`src/verilog/lpm_defines.svh`:
```
// How it works
// RULE1 - enable low means shutdown; LED current stays off until enable returns
// RULE2 - while enabled, LED current follows the dimming input level
// RULE3 - supply follows enable; LEDs lit only with enable, dimming high, flag released
// RULE4 - a floating dimming input reads low, so LEDs stay off
// RULE5 - on-time and duty supervised always; a violation pulls flag and kills current; code checks duty only after a fall since enable
// RULE6 - high phase beyond on-time limit flags fault for rest of cycle
// RULE7 - on-time fault clears at next rising edge, repeats each violating cycle
// RULE8 - at rising edge, low phase shorter than blanking time raises duty fault; code checks only once a fall is seen after enable
// RULE9 - duty fault holds current off at least blanking time, clears at later rise
// RULE10 - duty fault pulls the active-low fault flag while active
// RULE11 - within limits no fault: LED tracks dimming input, flag stays released
// RULE12 - controller keeps high phases beyond mask time when LED faults matter
// RULE13 - high phases as short as 5 us still switch LED current on
// RULE14 - on-time limit spans 0.250 ms to 5.00 ms
// RULE15 - blanking limit spans 0.82 ms to 19 ms
// RULE16 - duty fault after on-time fault clears at fall of next good pulse
// RULE17 - on-time restarts at rise, off-time at fall, counted on internal time base
// RULE18 - disable resets counters and fault state; flag starts released
`ifndef LPM_DEFINES_SVH
`define LPM_DEFINES_SVH

// ----------------------------------------
// register map, byte addresses
// ----------------------------------------
`define LPM_ADDR_STATUS 8'h00
`define LPM_ADDR_ON_LIMIT 8'h04
`define LPM_ADDR_DUTY_LIMIT 8'h08
`define LPM_ADDR_IRQ_STAT 8'h0c
`define LPM_ADDR_IRQ_MASK 8'h10

// ----------------------------------------
// status field positions
// ----------------------------------------
`define LPM_ST_STATE_LSB 0
`define LPM_ST_PULL_BIT 5
`define LPM_ST_PWM_BIT 6
`define LPM_ST_EN_BIT 7
`define LPM_ST_PIN_BIT 8

// ----------------------------------------
// timing, limits in microseconds
// ----------------------------------------
`define LPM_CLK_NS 5
`define LPM_TICK_NS 1000
`define LPM_TICK_CYC (`LPM_TICK_NS / `LPM_CLK_NS)
`define LPM_PWM_MIN_ON_US 5
`define LPM_ON_MIN_US 16'h00fa
`define LPM_ON_MAX_US 16'h1388
`define LPM_BLANK_MIN_US 16'h0334
`define LPM_BLANK_MAX_US 16'h4a38
`define LPM_ON_RESET 16'h03e8
`define LPM_BLANK_RESET 16'h03e8
`define LPM_MASK_RESET 3'h0

`endif

```
`src/verilog/lpm_pkg.sv`:
```
package lpm_pkg;

  // monitor states, one-hot
  typedef enum logic [4:0] {
    ST_SHDN = 5'h01,
    ST_NORM = 5'h02,
    ST_ON_TIME_LIMIT = 5'h04,
    ST_DUTY_CYCLE_LIMIT = 5'h08,
    ST_BOTH = 5'h10
  } lpm_state_t;

  // interrupt events, same layout for status and mask
  typedef struct packed {
    logic clr;
    logic duty;
    logic ton;
  } lpm_evt_t;

endpackage

```
`src/verilog/lpm_timer.sv`:
```
`timescale 1ns/10ps
// saturating phase timer on the microsecond time base
module lpm_timer
(
  input wire logic i_clk,
  input wire logic i_rst_n,
  input wire logic i_clr,
  input wire logic i_run,
  input wire logic i_tick,
  output logic [15:0] o_cnt
);

  wire logic sat;
  assign sat = (o_cnt == 16'hffff);

  // clear wins, then count ticks while running
  always_ff @(posedge i_clk or negedge i_rst_n)
  begin
    if (!i_rst_n)
      o_cnt <= 16'h0000;
    else if (i_clr)
      o_cnt <= 16'h0000;
    else if (i_run && i_tick && !sat)
      o_cnt <= o_cnt + 16'h0001;
  end
endmodule

```
`src/verilog/lpm_monitor.sv`:
```
`timescale 1ns/10ps
`include "lpm_defines.svh"
// dimming gate and pulse monitor for the LED current stage
module lpm_monitor
(
  input wire logic I_MCLK,
  input wire logic I_RST_N,
  input wire logic I_EN,
  input wire logic I_PWM,
  input wire logic I_FAULT_FLAG_N,
  input wire logic [7:0] I_ADDR,
  input wire logic [31:0] I_WDATA,
  input wire logic I_WR,
  input wire logic I_RD,
  output logic [31:0] O_RDATA,
  output logic O_IRQ,
  output logic O_SUPPLY_ON,
  output logic O_LED_ON,
  output logic O_FAULT_FLAG_N,
  output logic O_FAULT_FLAG_OE
);

  // ----------------------------------------
  // time base
  // ----------------------------------------
  logic [7:0] div_cnt;
  logic tick;
  wire logic div_end;
  assign div_end = (div_cnt == 8'(`LPM_TICK_CYC - 1));

  // one microsecond enable pulse, held at zero in shutdown
  always_ff @(posedge I_MCLK or negedge I_RST_N)
  begin
    if (!I_RST_N)
    begin
      div_cnt <= 8'h00;
      tick <= 1'b0;
    end
    else
    begin
      div_cnt <= (div_end || !I_EN) ? 8'h00 : div_cnt + 8'h01;
      tick <= div_end && I_EN;
    end
  end

  // ----------------------------------------
  // dimming input edges
  // ----------------------------------------
  logic pwm_q;
  logic seen_fall;
  wire logic pwm_in;
  wire logic rise;
  wire logic fall;
  assign pwm_in = I_EN & I_PWM; // RULE4
  assign rise = pwm_in & ~pwm_q;
  assign fall = ~pwm_in & pwm_q;

  // previous level and first-fall marker, both dropped in shutdown
  always_ff @(posedge I_MCLK or negedge I_RST_N)
  begin
    if (!I_RST_N)
    begin
      pwm_q <= 1'b0;
      seen_fall <= 1'b0;
    end
    else
    begin
      pwm_q <= pwm_in;
      seen_fall <= I_EN & (seen_fall | fall); // RULE18
    end
  end

  // ----------------------------------------
  // phase timers
  // ----------------------------------------
  logic [15:0] on_cnt;
  logic [15:0] off_cnt;
  logic [15:0] blank_cnt;
  wire logic duty_cycle_limit_enter;

  // on-time restarts at rise, off-time at fall
  lpm_timer u_on_tmr
  (
    .i_clk(I_MCLK),
    .i_rst_n(I_RST_N),
    .i_clr(!I_EN || rise), // RULE17
    .i_run(pwm_q),
    .i_tick(tick),
    .o_cnt(on_cnt)
  );

  lpm_timer u_off_tmr
  (
    .i_clk(I_MCLK),
    .i_rst_n(I_RST_N),
    .i_clr(!I_EN || fall), // RULE17
    .i_run(!pwm_q),
    .i_tick(tick),
    .o_cnt(off_cnt)
  );

  // blanking interval after a duty fault is raised
  lpm_timer u_blank_tmr
  (
    .i_clk(I_MCLK),
    .i_rst_n(I_RST_N),
    .i_clr(!I_EN || duty_cycle_limit_enter), // RULE9
    .i_run(1'b1),
    .i_tick(tick),
    .o_cnt(blank_cnt)
  );

  // ----------------------------------------
  // limit registers
  // ----------------------------------------
  logic [15:0] on_lim;
  logic [15:0] blank_lim;
  wire logic [15:0] wr_val;
  wire logic [15:0] on_clamp;
  wire logic [15:0] blank_clamp;
  assign wr_val = I_WDATA[15:0];
  assign on_clamp = (wr_val < `LPM_ON_MIN_US) ? `LPM_ON_MIN_US : // RULE14
    (wr_val > `LPM_ON_MAX_US) ? `LPM_ON_MAX_US : wr_val;
  assign blank_clamp = (wr_val < `LPM_BLANK_MIN_US) ? `LPM_BLANK_MIN_US : // RULE15
    (wr_val > `LPM_BLANK_MAX_US) ? `LPM_BLANK_MAX_US : wr_val;

  // ----------------------------------------
  // fault comparisons
  // ----------------------------------------
  wire logic ton_over;
  wire logic short_off;
  wire logic blank_done;
  assign ton_over = pwm_q & pwm_in & (on_cnt > on_lim); // RULE6
  assign short_off = seen_fall & (off_cnt < blank_lim); // RULE8
  assign blank_done = (blank_cnt >= blank_lim); // RULE9

  // ----------------------------------------
  // monitor state machine
  // ----------------------------------------
  lpm_pkg::lpm_state_t state;
  lpm_pkg::lpm_state_t next_state;
  logic armed;
  logic next_armed;

  always_comb
  begin
    next_state = state;
    next_armed = armed;
    case (state)
      lpm_pkg::ST_SHDN:
        next_state = lpm_pkg::ST_NORM;
      lpm_pkg::ST_NORM:
        if (rise && short_off)
          next_state = lpm_pkg::ST_DUTY_CYCLE_LIMIT; // RULE8
        else if (ton_over)
          next_state = lpm_pkg::ST_ON_TIME_LIMIT; // RULE6
      lpm_pkg::ST_ON_TIME_LIMIT:
        if (rise)
          next_state = short_off ? lpm_pkg::ST_BOTH : lpm_pkg::ST_NORM; // RULE7
      lpm_pkg::ST_DUTY_CYCLE_LIMIT:
        if (rise && blank_done)
          next_state = lpm_pkg::ST_NORM; // RULE9
      lpm_pkg::ST_BOTH:
      begin
        if (rise)
          next_armed = blank_done;
        else if (ton_over)
          next_armed = 1'b0;
        if (fall && armed)
          next_state = lpm_pkg::ST_NORM; // RULE16
      end
      default:
        next_state = lpm_pkg::ST_SHDN;
    endcase
    if (next_state != lpm_pkg::ST_BOTH)
      next_armed = 1'b0;
    if (!I_EN)
      next_state = lpm_pkg::ST_SHDN; // RULE1
  end

  assign duty_cycle_limit_enter = I_EN && rise && short_off &&
    (state == lpm_pkg::ST_NORM || state == lpm_pkg::ST_ON_TIME_LIMIT);

  always_ff @(posedge I_MCLK or negedge I_RST_N)
  begin
    if (!I_RST_N)
    begin
      state <= lpm_pkg::ST_SHDN;
      armed <= 1'b0;
    end
    else
    begin
      state <= next_state; // RULE18
      armed <= next_armed;
    end
  end

  // ----------------------------------------
  // pin outputs
  // ----------------------------------------
  wire logic next_fault;
  assign next_fault = (next_state != lpm_pkg::ST_NORM) && (next_state != lpm_pkg::ST_SHDN);

  // current gate and open-drain flag, all registered
  always_ff @(posedge I_MCLK or negedge I_RST_N)
  begin
    if (!I_RST_N)
    begin
      O_SUPPLY_ON <= 1'b0;
      O_LED_ON <= 1'b0;
      O_FAULT_FLAG_N <= 1'b0;
      O_FAULT_FLAG_OE <= 1'b0;
    end
    else
    begin
      O_SUPPLY_ON <= I_EN; // RULE3
      O_FAULT_FLAG_N <= 1'b0; // pin data stays low, only the enable moves
      O_LED_ON <= pwm_in && (next_state == lpm_pkg::ST_NORM); // RULE2 RULE11 RULE13
      O_FAULT_FLAG_OE <= next_fault; // RULE5 RULE10
    end
  end

  // ----------------------------------------
  // register bus and interrupts
  // ----------------------------------------
  lpm_pkg::lpm_evt_t irq_stat;
  lpm_pkg::lpm_evt_t irq_mask;
  lpm_pkg::lpm_evt_t evt;
  wire logic sel_status;
  wire logic sel_on;
  wire logic sel_duty;
  wire logic sel_istat;
  wire logic sel_imask;
  wire logic [31:0] status_word;
  wire logic [31:0] rd_mux;
  assign sel_status = (I_ADDR == `LPM_ADDR_STATUS);
  assign sel_on = (I_ADDR == `LPM_ADDR_ON_LIMIT);
  assign sel_duty = (I_ADDR == `LPM_ADDR_DUTY_LIMIT);
  assign sel_istat = (I_ADDR == `LPM_ADDR_IRQ_STAT);
  assign sel_imask = (I_ADDR == `LPM_ADDR_IRQ_MASK);
  assign evt = {(state != lpm_pkg::ST_NORM) && (state != lpm_pkg::ST_SHDN) &&
    (next_state == lpm_pkg::ST_NORM), duty_cycle_limit_enter,
    (next_state == lpm_pkg::ST_ON_TIME_LIMIT) && (state != lpm_pkg::ST_ON_TIME_LIMIT)};
  assign status_word = {23'h000000, I_FAULT_FLAG_N, I_EN, pwm_q,
    O_FAULT_FLAG_OE, 5'(state)};
  assign rd_mux = sel_status ? status_word :
    sel_on ? {16'h0000, on_lim} :
    sel_duty ? {16'h0000, blank_lim} :
    sel_istat ? {29'h00000000, irq_stat} :
    sel_imask ? {29'h00000000, irq_mask} : 32'h00000000;

  // writes, read data for one cycle, sticky status cleared by its read
  always_ff @(posedge I_MCLK or negedge I_RST_N)
  begin
    if (!I_RST_N)
    begin
      on_lim <= `LPM_ON_RESET;
      blank_lim <= `LPM_BLANK_RESET;
      irq_mask <= `LPM_MASK_RESET;
      irq_stat <= 3'h0;
      O_RDATA <= 32'h00000000;
      O_IRQ <= 1'b0;
    end
    else
    begin
      if (I_WR && sel_on)
        on_lim <= on_clamp;
      if (I_WR && sel_duty)
        blank_lim <= blank_clamp;
      if (I_WR && sel_imask)
        irq_mask <= I_WDATA[2:0];
      irq_stat <= ((I_RD && sel_istat) ? 3'h0 : irq_stat) | evt; // set wins
      O_RDATA <= I_RD ? rd_mux : 32'h00000000;
      O_IRQ <= |(irq_stat & irq_mask);
    end
  end

  wire logic in_fault;
  assign in_fault = (state != lpm_pkg::ST_NORM) && (state != lpm_pkg::ST_SHDN);
endmodule

```
`config.mk`:
```
export PLATFORM = sky130hd
export DESIGN_NAME = lpm_monitor
export DESIGN_NICKNAME = d
export VERILOG_FILES = /design/src/verilog/lpm_pkg.sv /design/src/verilog/lpm_timer.sv /design/src/verilog/lpm_monitor.sv
export VERILOG_INCLUDE_DIRS = /design/src /design/src/verilog
export SDC_FILE = /design/constraint.sdc
export NUM_CORES = 1
export LEC_CHECK = 0
export BUFFER_PORTS_ARGS = -buffer_cell sky130_fd_sc_hd__buf_2
export CAP_MARGIN = 20
export CORE_MARGIN = 2
export CORE_UTILIZATION = 54
export DETAILED_ROUTE_END_ITERATION = 10
export GPL_TIMING_DRIVEN = 0
export PLACE_DENSITY = 0.75
export SYNTH_ARGS = -nofsm -noshare
export SYNTH_HDL_FRONTEND = slang
export SYNTH_SLANG_ARGS = --single-unit
export TNS_END_PERCENT = 1
```
`constraint.sdc`:
```
create_clock -name I_MCLK -period 7.8 [get_ports I_MCLK]
set_clock_uncertainty 0.15 [all_clocks]
set_input_delay 0.78 -clock I_MCLK [delete_from_list [all_inputs] [get_ports I_MCLK]]
set_output_delay 0.78 -clock I_MCLK [all_outputs]
set_load 0.03 [all_outputs]
```
---- Word level (Yosys, flattened, before mapping) ----
Cells that the tools add are included.
word-level totals
  bits in registers ....................... 123
  bits of input ports ..................... 47
  output and inout bits ................... 37
  logic and storage cells ................. 135
cells by class
  $add $sub $neg .......................... 4
  magnitude comparators ................... 7
  equal/unequal tests ..................... 21
  mux-type cells .......................... 30
  bitwise operators ....................... 12
  reduce and logical (&&, ||, !) cells .... 39
operators with widths
  cell                     count
  $mux W16                 14
  $add A16 B1 Y16 const B  3
  $eq A16 B16 Y1 const B   3
  $mux W5                  7
  $pmux W5 S5              1
  $logic_and A1 B1 Y1      21
  $eq A8 B4 Y1 const B     2
  $ge A16 B16 Y1           1
  $gt A16 B13 Y1 const B   1
  $gt A16 B15 Y1 const B   1
  $gt A16 B16 Y1           1
  $lt A16 B10 Y1 const B   1
  $lt A16 B16 Y1           1
  $lt A16 B8 Y1 const B    1
  $eq A5 B2 Y1 const B     2
  $eq A5 B3 Y1 const B     2
  $ne A5 B1 Y1 const B     2
  $ne A5 B2 Y1 const B     2
  $mux W3                  3
  $add A8 B1 Y8 const B    1
  $eq A8 B3 Y1 const B     1
  $eq A8 B5 Y1 const B     1
  $eq A8 B8 Y1 const B     1
  $logic_not A8 Y1         1
  other kinds (18)         39

---- Longest topological paths before layout ----
Gate-level depths: netlist of run 1.
  word-level depth ........................ 10
  gate-level depth with buffers ........... 9
  gate-level depth less buffers ........... 8

---- Hierarchy ----
A second synthesis of run 1 with hierarchy kept.
unflattened totals
  cell total of the unflattened synthesis .. 819
  area, all modules ....................... 7728.7 µm²
by module, submodules not included
  module       instances  cells an instance  area each (µm²)  sequential area each (µm²)
  lpm_monitor  1          501                4714.5           1893.1
  lpm_timer    3          106                1004.7           400.4

---- Worst setup path after synthesis of run 1 ----
Ideal clock, no wire load.
  path type ............................... in2reg
  from .................................... input port I_WDATA[1]
  to ...................................... register on_lim[0]
  setup time .............................. 0.064 ns
  arrival ................................. 2.415 ns
  data required time ...................... 7.586 ns
  path slack .............................. 5.171 ns
  cell stages on the path ................. 6
  buffers on the path ..................... 0
  path through ............................ or4b_1 -> nor4_2 -> o21ai_1 -> a2111oi_4 -> and2_4 -> a22o_2
on the way
  longest elaborated chain between the ends .. 3
  elaborated cells on any way between the ends .. 4
  classes of those cells .................. order compare (2); mux (2)
RTL lines
  item                             RTL line            RTL
  from (decl)                      lpm_monitor.sv:12   input wire logic [31:0] I_WDATA,
  $gt A16 B13 Y1 (no source line)  n/a
  $mux W16                         lpm_monitor.sv:123  (wr_val > `LPM_ON_MAX_US) ? `LPM_ON_MAX_US : wr_val;
  $mux W16 *                       lpm_monitor.sv:122  assign on_clamp = (wr_val < `LPM_ON_MIN_US) ? `LPM_ON_MIN_US :
  to (signal assigned)             lpm_monitor.sv:257  on_lim <= `LPM_ON_RESET;
  to (signal assigned)             lpm_monitor.sv:267  on_lim <= on_clamp;
  to (decl)                        lpm_monitor.sv:116  logic [15:0] on_lim;
Mark *: on every way between the ends. The rest lies on a longest branch, timed or not.
A chain may end at the register's enable or synchronous reset.

---- Worst setup path in the final report of run 1 ----
  from .................................... register blank_lim[7]
  to ...................................... register u_blank_tmr.o_cnt[12]
on the way
  longest elaborated chain between the ends .. 6
  elaborated cells on any way between the ends .. 7
  classes of those cells .................. order compare (1); mux (1); bitwise (1); reduce/logical (4)
RTL lines
  item                                            RTL line            RTL
  from (decl)                                     lpm_monitor.sv:117  logic [15:0] blank_lim;
  from (signal assigned)                          lpm_monitor.sv:258  blank_lim <= `LPM_BLANK_RESET;
  from (signal assigned)                          lpm_monitor.sv:269  blank_lim <= blank_clamp;
  $lt A16 B16 Y1 *                                lpm_monitor.sv:134  assign short_off = seen_fall & (off_cnt < blank_lim);
  $and A1 B1 Y1 *                                 lpm_monitor.sv:134
  $logic_and A1 B1 Y1 * (2 in series)             lpm_monitor.sv:181  assign duty_cycle_limit_enter = I_EN && rise && short_off &&
  $logic_or A1 B1 Y1 *                            lpm_monitor.sv:107  .i_clr(!I_EN || duty_cycle_limit_enter),
  $mux W16 or $reduce_bool A2 Y1 (tied branches)  n/a
  to (signal assigned)                            lpm_timer.sv:24     o_cnt <= o_cnt + 16'h0001;
  to (decl)                                       lpm_timer.sv:10     output logic [15:0] o_cnt
Marked as above.

==> impl_metrics.csv, run 1 <==
group,metric,value,unit
drt,dr.pass1.iters,6,
place,portBuffers,49,
yosys,syn-cell-area,7140,µm²
timing,worst_pin_slew,815,ps
floorplan,coreArea,13100,µm²
timing,finalHoldViolations,0,
floorplan,core.rowCount,42,
worst_setup_path,cp_slowest_stage_delay,660,ps
floorplan,io_pins,84,
pwr,ir_drop,148,µV
finish,area_growth,16.5,%
timing,tns,0,ps
clock_tree,clock_sinks,123,
global_route,overflow,0,
global_route,met2_usage,41.6,%
yosys,ys_types,66,
outcome,outcome,"complete, no violations",
drt,vias_per_cell,6.00,
floorplan,die_area,14200,µm²
finish,final_nets,942,
clock_tree,cts_resized,0,
worst_setup_path,cpMostUsedCell,"nor2_1",
timing,fin_hold_ws,123,ps
drt,drt_wl_total,18200,µm
clock_tree,insertion_delay,420,ps
worst_setup_path,critical_path_class,"reg2reg",
pwr,p_clk_share,49.8,%
worst_setup_path,worstSetupEndpointType,"register",
clock_tree,cts_tree,"built",
clock_tree,numCtsBuffers,17,
pwr,p_switching,398,µW
global_route,grt_pass1_wl,29900,µm
drt,drt_iter0_drc,811,
finish,fin_cells,1033,
global_route,grt_use_total,27.0,%
timing,finalCriticalPeriod,3110,ps
worst_setup_path,crit_slowest_cell,"nor4b_2",
yosys,async_flop_share,100,%
pwr,p_int,1.25,mW
worst_setup_path,worst-path-max-fanout,10,
worst_setup_path,worstPathCellList,"inv_1 > ha_1 > and3_1 > a221oi_1 > nor2_1 > nor4b_2 > a31o_2 > buf_2 > nor2_1",
place,placed_area,7700,µm²
timing,max_freq,322,MHz
yosys,synthFlopType,"dfrtp_1",
global_route,antenna_found_initial,0,
place,placedCellCount,1001,
finish,diodes,0,
drt,wl_per_cell,17.6,µm
finish,num-fill-cells,1051,
global_route,top_usage_layer,"met2",
clock_tree,post_cts_buffers,0,
finish,drive_gt1_share,14.9,%
yosys,ys_ff_latch,123,
pwr,power_density,198,nW/µm²
timing,setup_viol,0,
clock_tree,clock_path_buffers,2,
clock_tree,clockRootBuffer,"clkbuf_16",
clock_tree,htree_levels,4,
drt,route.detailed.drc,0,
place,post-dp-hpwl,13600,µm
global_route,grt_use_met3,6.47,%
clock_tree,cts.clk_slew.worst_paths,50,ps
floorplan,die_w,119,µm
yosys,synth_edf_count,0,
yosys,synth-seq-area-share,43.3,%
timing,slew_headroom,45.3,%
finish,multi_input_area,3710,µm²
yosys,syn_inst,759,
floorplan,start_util,54.6,%
timing,post-route-period-util,39.8,%
place,finalWeightedCongestion,0.991,
finish,seq_area,3090,µm²
worst_setup_path,critPathArrivalTime,3260,ps
worst_hold_path,hold_path_class,"in2async",
pwr,power.share.switching,24.1,%
timing,rsz0062_at_grt,"false",
timing,maxSlewViolCount,0,
run,maxCapViolations,0,
worst_setup_path,cp.required,7950,ps
global_route,grt_max_degree,79,
global_route,use_met1,36.6,%
pwr,p_leak,4.06,nW
drt,num_vias,6201,
yosys,synth.avg_cell_area,9.41,µm²
pwr,combinationalPowerShare,9.4,%
clock_tree,cts_hold_buffers,0,
worst_setup_path,cp-start-kind,"register",
drt,antenna_left,0,
pwr,pwr-share-seq,40.8,%
floorplan,die_h,119,µm
yosys,yosysWarnings,0,
global_route,grt_pass1_vias,5993,
finish,fin_area,8320,µm²
logic make-up after synthesis:
family	synth area share, %
buffers and inverters	5.55
DFF	43.3
AOI/OAI and AO/OA	14.0
xor gates and xnor gates	5.89
muxes	1.82
adders and majority gates	8.94
other	0.0525
and+or+nand+nor	20.4
cell usage in the layout, fill, tap and decap left out, drive strengths merged, types with 3 or more instances in the layout:
cell type  count
a31oi         10
mux2i         13
buf           69
nand2         58
nor2b          3
a21oi         34
a22o          12
and4           8
dfstp         13
o211ai         6
conb          17
and3          13
bufinv         3
clkbuf        44
dfrtp        110
a311oi         3
clkinv         4
xnor2         10
nand2b         6
and2           6
ha            51
nand4         22
a2111oi        3
nor3          21
nor2         101
a2bb2oi        4
a21o           6
xor2          38
a211o          3
o21ai         26
nor4           7
nand3         33
inv           50
or3            3
a22oi         13
synthesized netlist by cell type (all sizes together), types with 3 or more instances:
master | instances | area share, %
a2111oi | 3 | 0.89
a211o | 3 | 0.37
a21o | 6 | 0.63
a21oi | 34 | 2.5
a22o | 12 | 1.6
a22oi | 13 | 1.4
a2bb2oi | 4 | 0.49
a311oi | 3 | 0.37
a31oi | 10 | 0.88
and2 | 6 | 0.56
and3 | 13 | 1.1
and4 | 8 | 0.98
buf | 19 | 1.9
clkbuf | 19 | 1.0
dfrtp | 110 | 39
dfstp | 13 | 4.8
ha | 51 | 8.9
inv | 50 | 2.6
mux2i | 13 | 1.8
nand2 | 58 | 3.0
nand2b | 6 | 0.53
nand3 | 33 | 2.3
nand4 | 22 | 1.9
nor2 | 101 | 5.3
nor2b | 3 | 0.26
nor3 | 21 | 1.6
nor4 | 7 | 0.70
o211ai | 6 | 0.63
o21ai | 26 | 1.9
or3 | 3 | 0.26
xnor2 | 10 | 1.2
xor2 | 38 | 4.7
state kept, by name (all words and copies together) (netlist names), 3 cells and up:
register and flops:
u_blank_tmr.o_cnt 16, u_off_tmr.o_cnt 16, O_RDATA 16, irq_mask 3, u_on_tmr.o_cnt 16, on_lim 16
state 5, div_cnt 8, irq_stat 3, blank_lim 16
path summary, 6_finish.rpt:
path	from	to	slack (ps)	cells after the start
max reg2reg	blank_lim[7]	u_blank_tmr.o_cnt[12]	4690	9
min	I_RST_N	O_RDATA[6]	120	1
min in group I_MCLK	div_cnt[0]	div_cnt[0]	310	1
max in group asynchronous	I_RST_N	on_lim[5]	6640	2
min reg2reg	div_cnt[0]	div_cnt[0]	310	1
max	blank_lim[7]	u_blank_tmr.o_cnt[12]	4690	9
cell type report:
class | instances | share of cell area, %
multi-input cells | 564 | 44.6
clock buffers | 25 | 6.08
repair buffers | 50 | 3.36
flip-flops and latches | 123 | 37.2
inverters | 50 | 2.26
well taps | 176 | 2.65
clock inverters | 7 | 1.32
plain buffers | 38 | 2.51
worst max-delay path: cells and delay by family (launching register included):
family | cells | cell delay (ps)
simple gates | 4 | 1010
compound gates | 2 | 660
flops | 1 | 550
buf+inv | 2 | 330
fa+ha+maj | 1 | 300
routing by layer:
| metal | routed length [µm] | up-vias |
|---|---|---|
| met5 | 0 | - |
| met4 | 478 | 0 |
| met3 | 1550 | 44 |
| met2 | 8440 | 306 |
| met1 | 7680 | 3013 |
| li1 | - | 2838 |
per-stage QoR:
step / power [mW] / setup WS [ps] / utilization, %
floorplan: 0.775 / 5170 / -
global placement: 0.828 / 4320 / 58.6
detailed placement: 0.835 / 4600 / 58.8
CTS: 1.65 / 4700 / 63.5
global route: 1.71 / 4480 / 63.5
finish: 1.65 / 4690 / 63.5
power by group through the flow:
stage	clock (mW)	combinational [mW]	sequential (mW)
2_1_floorplan	0	0.0905	0.684
5_1_grt	0.862	0.171	0.674
3_3_place_gp	0	0.146	0.682
4_1_cts	0.826	0.154	0.672
3_5_place_dp	0	0.152	0.683
6_report	0.822	0.155	0.673
No activity file was read; power rests on OpenSTA's default activity.
==> run 2, diff against run 1 <==
--- a/config.mk
+++ b/config.mk
@@ -6,13 +6,14 @@
 export SDC_FILE = /design/constraint.sdc
 export NUM_CORES = 1
 export LEC_CHECK = 0
+export ABC_AREA = 1
 export BUFFER_PORTS_ARGS = -buffer_cell sky130_fd_sc_hd__buf_2
 export CAP_MARGIN = 20
 export CORE_MARGIN = 2
 export CORE_UTILIZATION = 54
 export DETAILED_ROUTE_END_ITERATION = 10
 export GPL_TIMING_DRIVEN = 0
-export PLACE_DENSITY = 0.75
+export PLACE_DENSITY = 0.77
 export SYNTH_ARGS = -nofsm -noshare
 export SYNTH_HDL_FRONTEND = slang
 export SYNTH_SLANG_ARGS = --single-unit
==> constraint.sdc (replaced) <==
create_clock -name I_MCLK -period 2.7 [get_ports I_MCLK]
set_clock_uncertainty 0.15 [all_clocks]
set_input_delay 0.27 -clock I_MCLK [delete_from_list [all_inputs] [get_ports I_MCLK]]
set_output_delay 0.27 -clock I_MCLK [all_outputs]
set_load 0.03 [all_outputs]
==> run 2 against run 1 <==
Net effect: largest power group unchanged; critical path depth increased by 3; routed wire length increased by 7.0%; combinational power rose to 2.9 times the previous value; sequential power rose to 2.9 times the previous value.
==> impl_metrics.csv, run 2 <==
group,metric,value,unit
outcome,outcome,"complete, no violations",
yosys,synth-xor-area-share,2.06,%
worst_setup_path,worst-path-max-fanout,5,
floorplan,coreArea,13900,µm²
floorplan,start_util,55.1,%
floorplan,die_area,15100,µm²
global_route,antenna_found_initial,0,
yosys,synth_edf_count,0,
worst_setup_path,startpoint,"blank_lim[5]",
pwr,power_density,526,nW/µm²
finish,final_nets,1148,
timing,slew_headroom,62.1,%
drt,antenna_left,0,
clock_tree,numCtsBuffers,17,
yosys,ys_types,56,
clock_tree,cts_tree,"built",
finish,diodes,0,
clock_tree,clock_path_buffers,2,
timing,tns,0,ps
pwr,p_leak,4.50,nW
finish,num-fill-cells,1162,
worst_setup_path,rr_endpoint,"irq_stat[2]",
clock_tree,insertion_delay,430,ps
floorplan,die_w,123,µm
finish,drive_gt1_share,16.4,%
yosys,synth_top_family_by_area,"simple AND/OR/NAND/NOR gates",
floorplan,die_h,123,µm
global_route,grt_pass1_vias,6562,
drt,drt_wl_total,19400,µm
yosys,synth.most_common_cell,"nand2_1",
timing,fin_hold_ws,14.0,ps
floorplan,core.rowCount,43,
finish,fin_area,8950,µm²
worst_setup_path,worstRegToRegCells,12,
drt,vias_per_cell,5.52,
finish,area_growth,17.0,%
yosys,yosysWarnings,0,
floorplan,io_pins,84,
yosys,async_flop_share,100,%
timing,post-route-period-util,89.1,%
worst_setup_path,r2r_slack,290,ps
drt,wl_per_cell,15.6,µm
run,maxCapViolations,0,
clock_tree,cts_resized,0,
timing,layout_setup_ws,293,ps
place,portBuffers,49,
worst_setup_path,critPathArrivalTime,2570,ps
worst_setup_path,critical_path_depth,12,
clock_tree,cts.clk_slew.worst_paths,60,ps
global_route,grt_pass1_wl,32100,µm
worst_setup_path,cp_slowest_stage_delay,520,ps
yosys,synth-seq-area-share,40.4,%
timing,max_freq,415,MHz
place,post-dp-hpwl,14100,µm
worst_setup_path,crit_end,"irq_stat[2]",
finish,layout_common_cells,"nand2_1 (160), inv_1 (136), dfrtp_1 (110), nor2_1 (81), nand3_1 (67)",
yosys,synth_mux_area_share,0,%
timing,setup_viol,0,
yosys,synthTopCellsByCount,"nand2_1 (160), inv_1 (136), dfrtp_1 (110), nor2_1 (81), nand3_1 (67)",
worst_setup_path,worstPathCellList,"inv_1 > ha_1 > a21oi_1 > nor2_1 > nor3_1 > nand2_1 > nand2_1 > nand2_1 > a21oi_1 > nand3_1 > nand3_1 > nand2_1",
worst_setup_path,worstSetupEndpointType,"register",
worst_setup_path,path_buf_inv,1,
timing,finalHoldViolations,0,
clock_tree,post_cts_buffers,0,
yosys,synth.avg_cell_area,8.05,µm²
drt,route.detailed.drc,0,
yosys,yosysTopAreaCell,"dfrtp_1",
timing,finalCriticalPeriod,2410,ps
yosys,syn_inst,951,
finish,layout_commonest_cell,"nand2_1",
yosys,synth_compound_area_share,13.3,%
global_route,overflow,0,
worst_setup_path,cp.required,2870,ps
drt,drt_iter0_drc,579,
worst_setup_path,cpMostUsedCell,"nand2_1",
worst_setup_path,cp-start-kind,"register",
global_route,grt_max_degree,66,
worst_setup_path,crit_family,"simple AND/OR/NAND/NOR gates",
worst_setup_path,critical_path_class,"reg2reg",
clock_tree,clockRootBuffer,"clkbuf_16",
clock_tree,htree_levels,4,
timing,rsz0062_at_grt,"false",
place,placed_area,8220,µm²
worst_hold_path,hold_path_class,"in2reg",
clock_tree,clock_sinks,123,
drt,num_vias,6858,
worst_setup_path,rr_startpoint,"blank_lim[5]",
yosys,ys_ff_latch,123,
yosys,synth_top_cell_area_share,36.0,%
global_route,grt_use_total,27.3,%
timing,maxSlewViolCount,0,
drt,dr.pass1.iters,6,
yosys,syn-cell-area,7650,µm²
place,dp_slack,315,ps
yosys,synth_adder_area_share,8.34,%
yosys,synthTopCellsByArea,"dfrtp_1 (36%), ha_1 (8.3%), nand2_1 (7.8%), inv_1 (6.7%), dfstp_2 (4.5%)",
yosys,synth-simple-area-share,25.7,%
worst_setup_path,crit_slowest_cell,"dfstp_2",
place,finalWeightedCongestion,0.879,
pwr,ir_drop,482,µV
yosys,synthFlopType,"dfrtp_1",
timing,worst_pin_slew,568,ps
run 2: cell types whose count changed after synthesis, sizes merged, moves of 17 or more:
cell / previous run / this run
o21ai: 26 / 69
xor2: 38 / 15
nand2: 58 / 167
inv: 50 / 147
a21oi: 34 / 53
clkbuf: 19 / 2
nand3: 33 / 73
run 2: final cells by class:
cell class / count / area, µm² / share of cell area [%]
multi-input combinational: 665 / 3840 / 42.9
clock inverter: 11 / 118 / 1.31
inverter: 148 / 559 / 6.25
sequential: 123 / 3090 / 34.6
tap: 180 / 225 / 2.52
timing repair buffer: 64 / 419 / 4.68
buffer: 31 / 213 / 2.38
clock buffer: 21 / 480 / 5.37
run 2: repair_timing:
action                                  in CTS  in global routing
hold endpoints to repair                    71                  0
endpoints found under the setup margin       0                  0
hold buffers                                14                  0
run 2: routing by layer:
metal | vias to the layer above | routed length [µm] | GRT usage (%)
met1 | 3214 | 8350 | 34.5
met5 | - | 0 | 0
li1 | 3358 | - | -
met4 | 0 | 581 | 10.4
met2 | 240 | 9500 | 46.3
met3 | 46 | 990 | 5.44
run 2: kinds of logic (layout without fill, tap and decap cells):
logic type / after synthesis / in the layout
other: 1 / 17
AOI/OAI and AO/OA: 172 / 172
adders and majority gates: 51 / 51
and+or+nand+nor: 407 / 407
buffers and inverters: 179 / 275
xor gates and xnor gates: 18 / 18
DFF: 123 / 123
run 2: how the worst min path moves through the flow:
stage | startpoint | depth (start not counted) | endpoint
6_report | I_WDATA[14] | 3 | on_lim[12]
5_1_grt | I_WDATA[14] | 3 | on_lim[12]
4_1_cts | I_WDATA[10] | 3 | on_lim[10]
3_5_place_dp | I_RST_N | 1 | u_on_tmr.o_cnt[11]
3_3_place_gp | I_EN | 1 | O_SUPPLY_ON
2_1_floorplan | I_RST_N | 0 | O_FAULT_FLAG_OE
run 2: report_power, final:
part / internal, mW / switching (mW)
logic: 0.140 / 0.309
registers: 1.91 / 0.0399
clock network: 1.45 / 0.858
run 2: per-stage QoR:
stage | instances | power (mW) | util [%]
5_1_grt | 1243 | 4.86 | 64.5
2_1_floorplan | 967 | 2.24 | -
6_report | 1243 | 4.71 | 64.5
3_3_place_gp | 1196 | 2.39 | 58.9
4_1_cts | 1243 | 4.70 | 64.5
3_5_place_dp | 1197 | 2.41 | 59.2
run 2: worst register-to-register path, stage by stage, from the launching register on:
cell     delay, ps
dfstp_2        520
inv_1          110
ha_1           320
a21oi_1        130
nor2_1          50
nor3_1         160
nand2_1         90
nand2_1        110
nand2_1        170
a21oi_1        180
nand3_1        140
nand3_1        110
nand2_1         50
==> run 3, diff against run 2 <==
==> constraint.sdc (replaced) <==
create_clock -name I_MCLK -period 2 [get_ports I_MCLK]
set_clock_uncertainty 0.15 [all_clocks]
set_input_delay 0.2 -clock I_MCLK [delete_from_list [all_inputs] [get_ports I_MCLK]]
set_output_delay 0.2 -clock I_MCLK [all_outputs]
set_load 0.03 [all_outputs]
==> run 3 against run 2 <==
Net effect: setup slack got worse by 470 ps; final cell count is 1.8% higher; hold slack better by 27 ps; largest power group unchanged; final area increased by 7.2%; via count grew 5.8%; the run now ends with setup timing left; sequential cell count did not move; register-to-register slack got worse by 470 ps; utilization increased by 4.6 points; die area stayed put; total power is 37% higher; fmax rose by 11%; critical path depth grew 2.
==> impl_metrics.csv, run 3 (synthesis results as in run 2) <==
group,metric,value,unit
floorplan,coreArea,13900,µm²
drt,num_vias,7254,
timing,slew_headroom,62.7,%
drt,vias_per_cell,5.73,
drt,drt_iter0_drc,743,
finish,area_growth,25.4,%
finish,drive_gt1_share,24.7,%
place,finalWeightedCongestion,0.879,
timing,maxSlewViolCount,0,
timing,max_freq,460,MHz
finish,layout_commonest_cell,"nand2_1",
global_route,grt_max_degree,66,
finish,final_util,69.1,%
pwr,pwr-share-seq,40.9,%
clock_tree,clock_sinks,123,
floorplan,die_w,123,µm
worst_setup_path,path_buf_inv,1,
global_route,grt_pass1_vias,6778,
worst_setup_path,cp_slowest_stage_delay,540,ps
worst_setup_path,worstSetupEndpointType,"register",
finish,diodes,0,
place,post-dp-hpwl,14100,µm
clock_tree,cts_tree,"built",
clock_tree,clockRootBuffer,"clkbuf_16",
worst_setup_path,worst-path-max-fanout,3,
worst_setup_path,worstPathCellList,"inv_2 > ha_4 > nand2_1 > nand2_1 > nand2_1 > nand2_1 > a21oi_2 > nand3_4 > nand2_4 > nand2_1 > nand2_1 > nand3_2 > nand3_2 > nand2_1",
pwr,combinationalPowerShare,10.9,%
drt,drt_wl_total,21200,µm
clock_tree,htree_levels,4,
worst_setup_path,critical_path_class,"reg2reg",
worst_setup_path,cp-start-kind,"register",
timing,finalHoldViolations,0,
worst_setup_path,r2r_slack,-170,ps
place,placedCellCount,1197,
global_route,overflow,0,
timing,rsz0062_at_grt,"true",
clock_tree,cts.clk_slew.worst_paths,60,ps
pwr,ir_drop,601,µV
finish,num-fill-cells,1042,
drt,routed.top_layer,"met4",
timing,post-route-period-util,109,%
worst_setup_path,crit_slowest_cell,"dfstp_2",
finish,layout_common_cells,"nand2_1 (143), inv_1 (121), dfrtp_1 (107), nor2_1 (79), nand3_1 (61)",
worst_setup_path,crit_family,"simple AND/OR/NAND/NOR gates",
worst_setup_path,cp.required,2170,ps
pwr,p_clk_share,48.2,%
pwr,p_leak,4.68,nW
timing,setup_viol,24,
finish,fin_cells,1265,
pwr,power.share.switching,26.1,%
worst_hold_path,hold_path_class,"in2reg",
floorplan,die_h,123,µm
global_route,grt_use_total,28.2,%
outcome,failed_checks,"setup timing",
floorplan,io_pins,84,
place,dp_slack,-385,ps
drt,dr.pass1.iters,6,
floorplan,start_util,55.1,%
global_route,grt_pass1_wl,33200,µm
clock_tree,insertion_delay,430,ps
pwr,p_int,4.78,mW
pwr,power_density,674,nW/µm²
clock_tree,numCtsBuffers,17,
clock_tree,clock_path_buffers,2,
run,maxCapViolations,0,
drt,route.detailed.drc,0,
worst_setup_path,critPathArrivalTime,2340,ps
timing,layout_setup_ws,-173,ps
drt,wl_met2,10700,µm
drt,wl_per_cell,16.8,µm
drt,antenna_left,0,
pwr,p_switching,1.69,mW
timing,finalCriticalPeriod,2170,ps
timing,worst_pin_slew,559,ps
worst_setup_path,cpMostUsedCell,"nand2_1",
floorplan,die_area,15100,µm²
drt,wl_met1,8600,µm
global_route,antenna_found_initial,0,
drt,dr_wl_met3,1270,µm
finish,final_nets,1170,
place,portBuffers,49,
outcome,outcome,"finished, violations left",
floorplan,core.rowCount,43,
-- run 3: cell types whose count changed in the layout (fill, tap and decap cells not counted), sizes merged --
cell         change
buf             +11
dlygate4sd3      +7
nand2            +1
clkbuf           +2
inv              +1
-- run 3: through the flow --
stage	instance area (µm²)	hold slack (ps)	TNS, ps	total power [mW]
6_report	9600	41.4	-2990	6.47
5_1_grt	9600	76.3	-5660	6.66
4_1_cts	9200	37.0	-3600	6.38
3_5_place_dp	8220	55.9	-6240	3.25
3_3_place_gp	8180	171	-117640	3.23
2_1_floorplan	7710	-246	0	3.02
-- run 3: worst reg2reg max path, delay by kind of cell (launching register included) --
| kind | cells | cell delay (ps) |
|---|---|---|
| compound gates | 1 | 240 |
| fa+ha+maj | 1 | 220 |
| buf+inv | 1 | 80 |
| flops | 1 | 540 |
| simple gates | 11 | 830 |
-- run 3: timing repair --
action / CTS / global route
cloned: 2 / 0
hold endpoints to repair: 90 / 0
setup endpoints to repair: 30 / 53
resized for setup: 36 / 73
pin swaps: 18 / 25
buffers inserted: 4 / 9
hold buffers: 21 / 0
-- run 3: final timing paths --
path	end	start	cells past startpoint
min in group asynchronous	u_on_tmr.o_cnt[11]	I_RST_N	2
worst max register to register	irq_stat[2]	blank_lim[9]	14
worst min register to register	div_cnt[0]	div_cnt[0]	1
worst min-delay path	irq_mask[2]	I_WR	3
max in group asynchronous	blank_lim[3]	I_RST_N	3
worst max-delay path	irq_stat[2]	blank_lim[9]	14
-- run 3: area by class of cell --
type	instances	area (µm²)	area share, %
Timing Repair inverter	1	6.26	0.0652
Sequential cell	123	3100	32.3
Inverter	148	579	6.04
Tap cell	180	225	2.35
Timing Repair Buffer	84	591	6.15
Multi-Input combinational cell	666	4280	44.6
Clock buffer	21	480	5.01
Clock inverter	11	118	1.23
Buffer	31	224	2.33
-- run 3: power by group through the flow --
| stage | logic [mW] | registers (mW) | clock network (mW) |
|---|---|---|---|
| global placement | 0.556 | 2.67 | 0 |
| global route | 0.780 | 2.65 | 3.23 |
| floorplan | 0.348 | 2.68 | 0 |
| detailed placement | 0.574 | 2.68 | 0 |
| finish | 0.707 | 2.64 | 3.12 |
| CTS | 0.636 | 2.64 | 3.11 |
-- run 3: routing by layer --
layer  vias up  global-route usage (%)
met3        62                    5.63
met1      3461                    35.0
met2       318                    48.1
met4         0                    11.5
li1       3413                       -
met5         -                       0
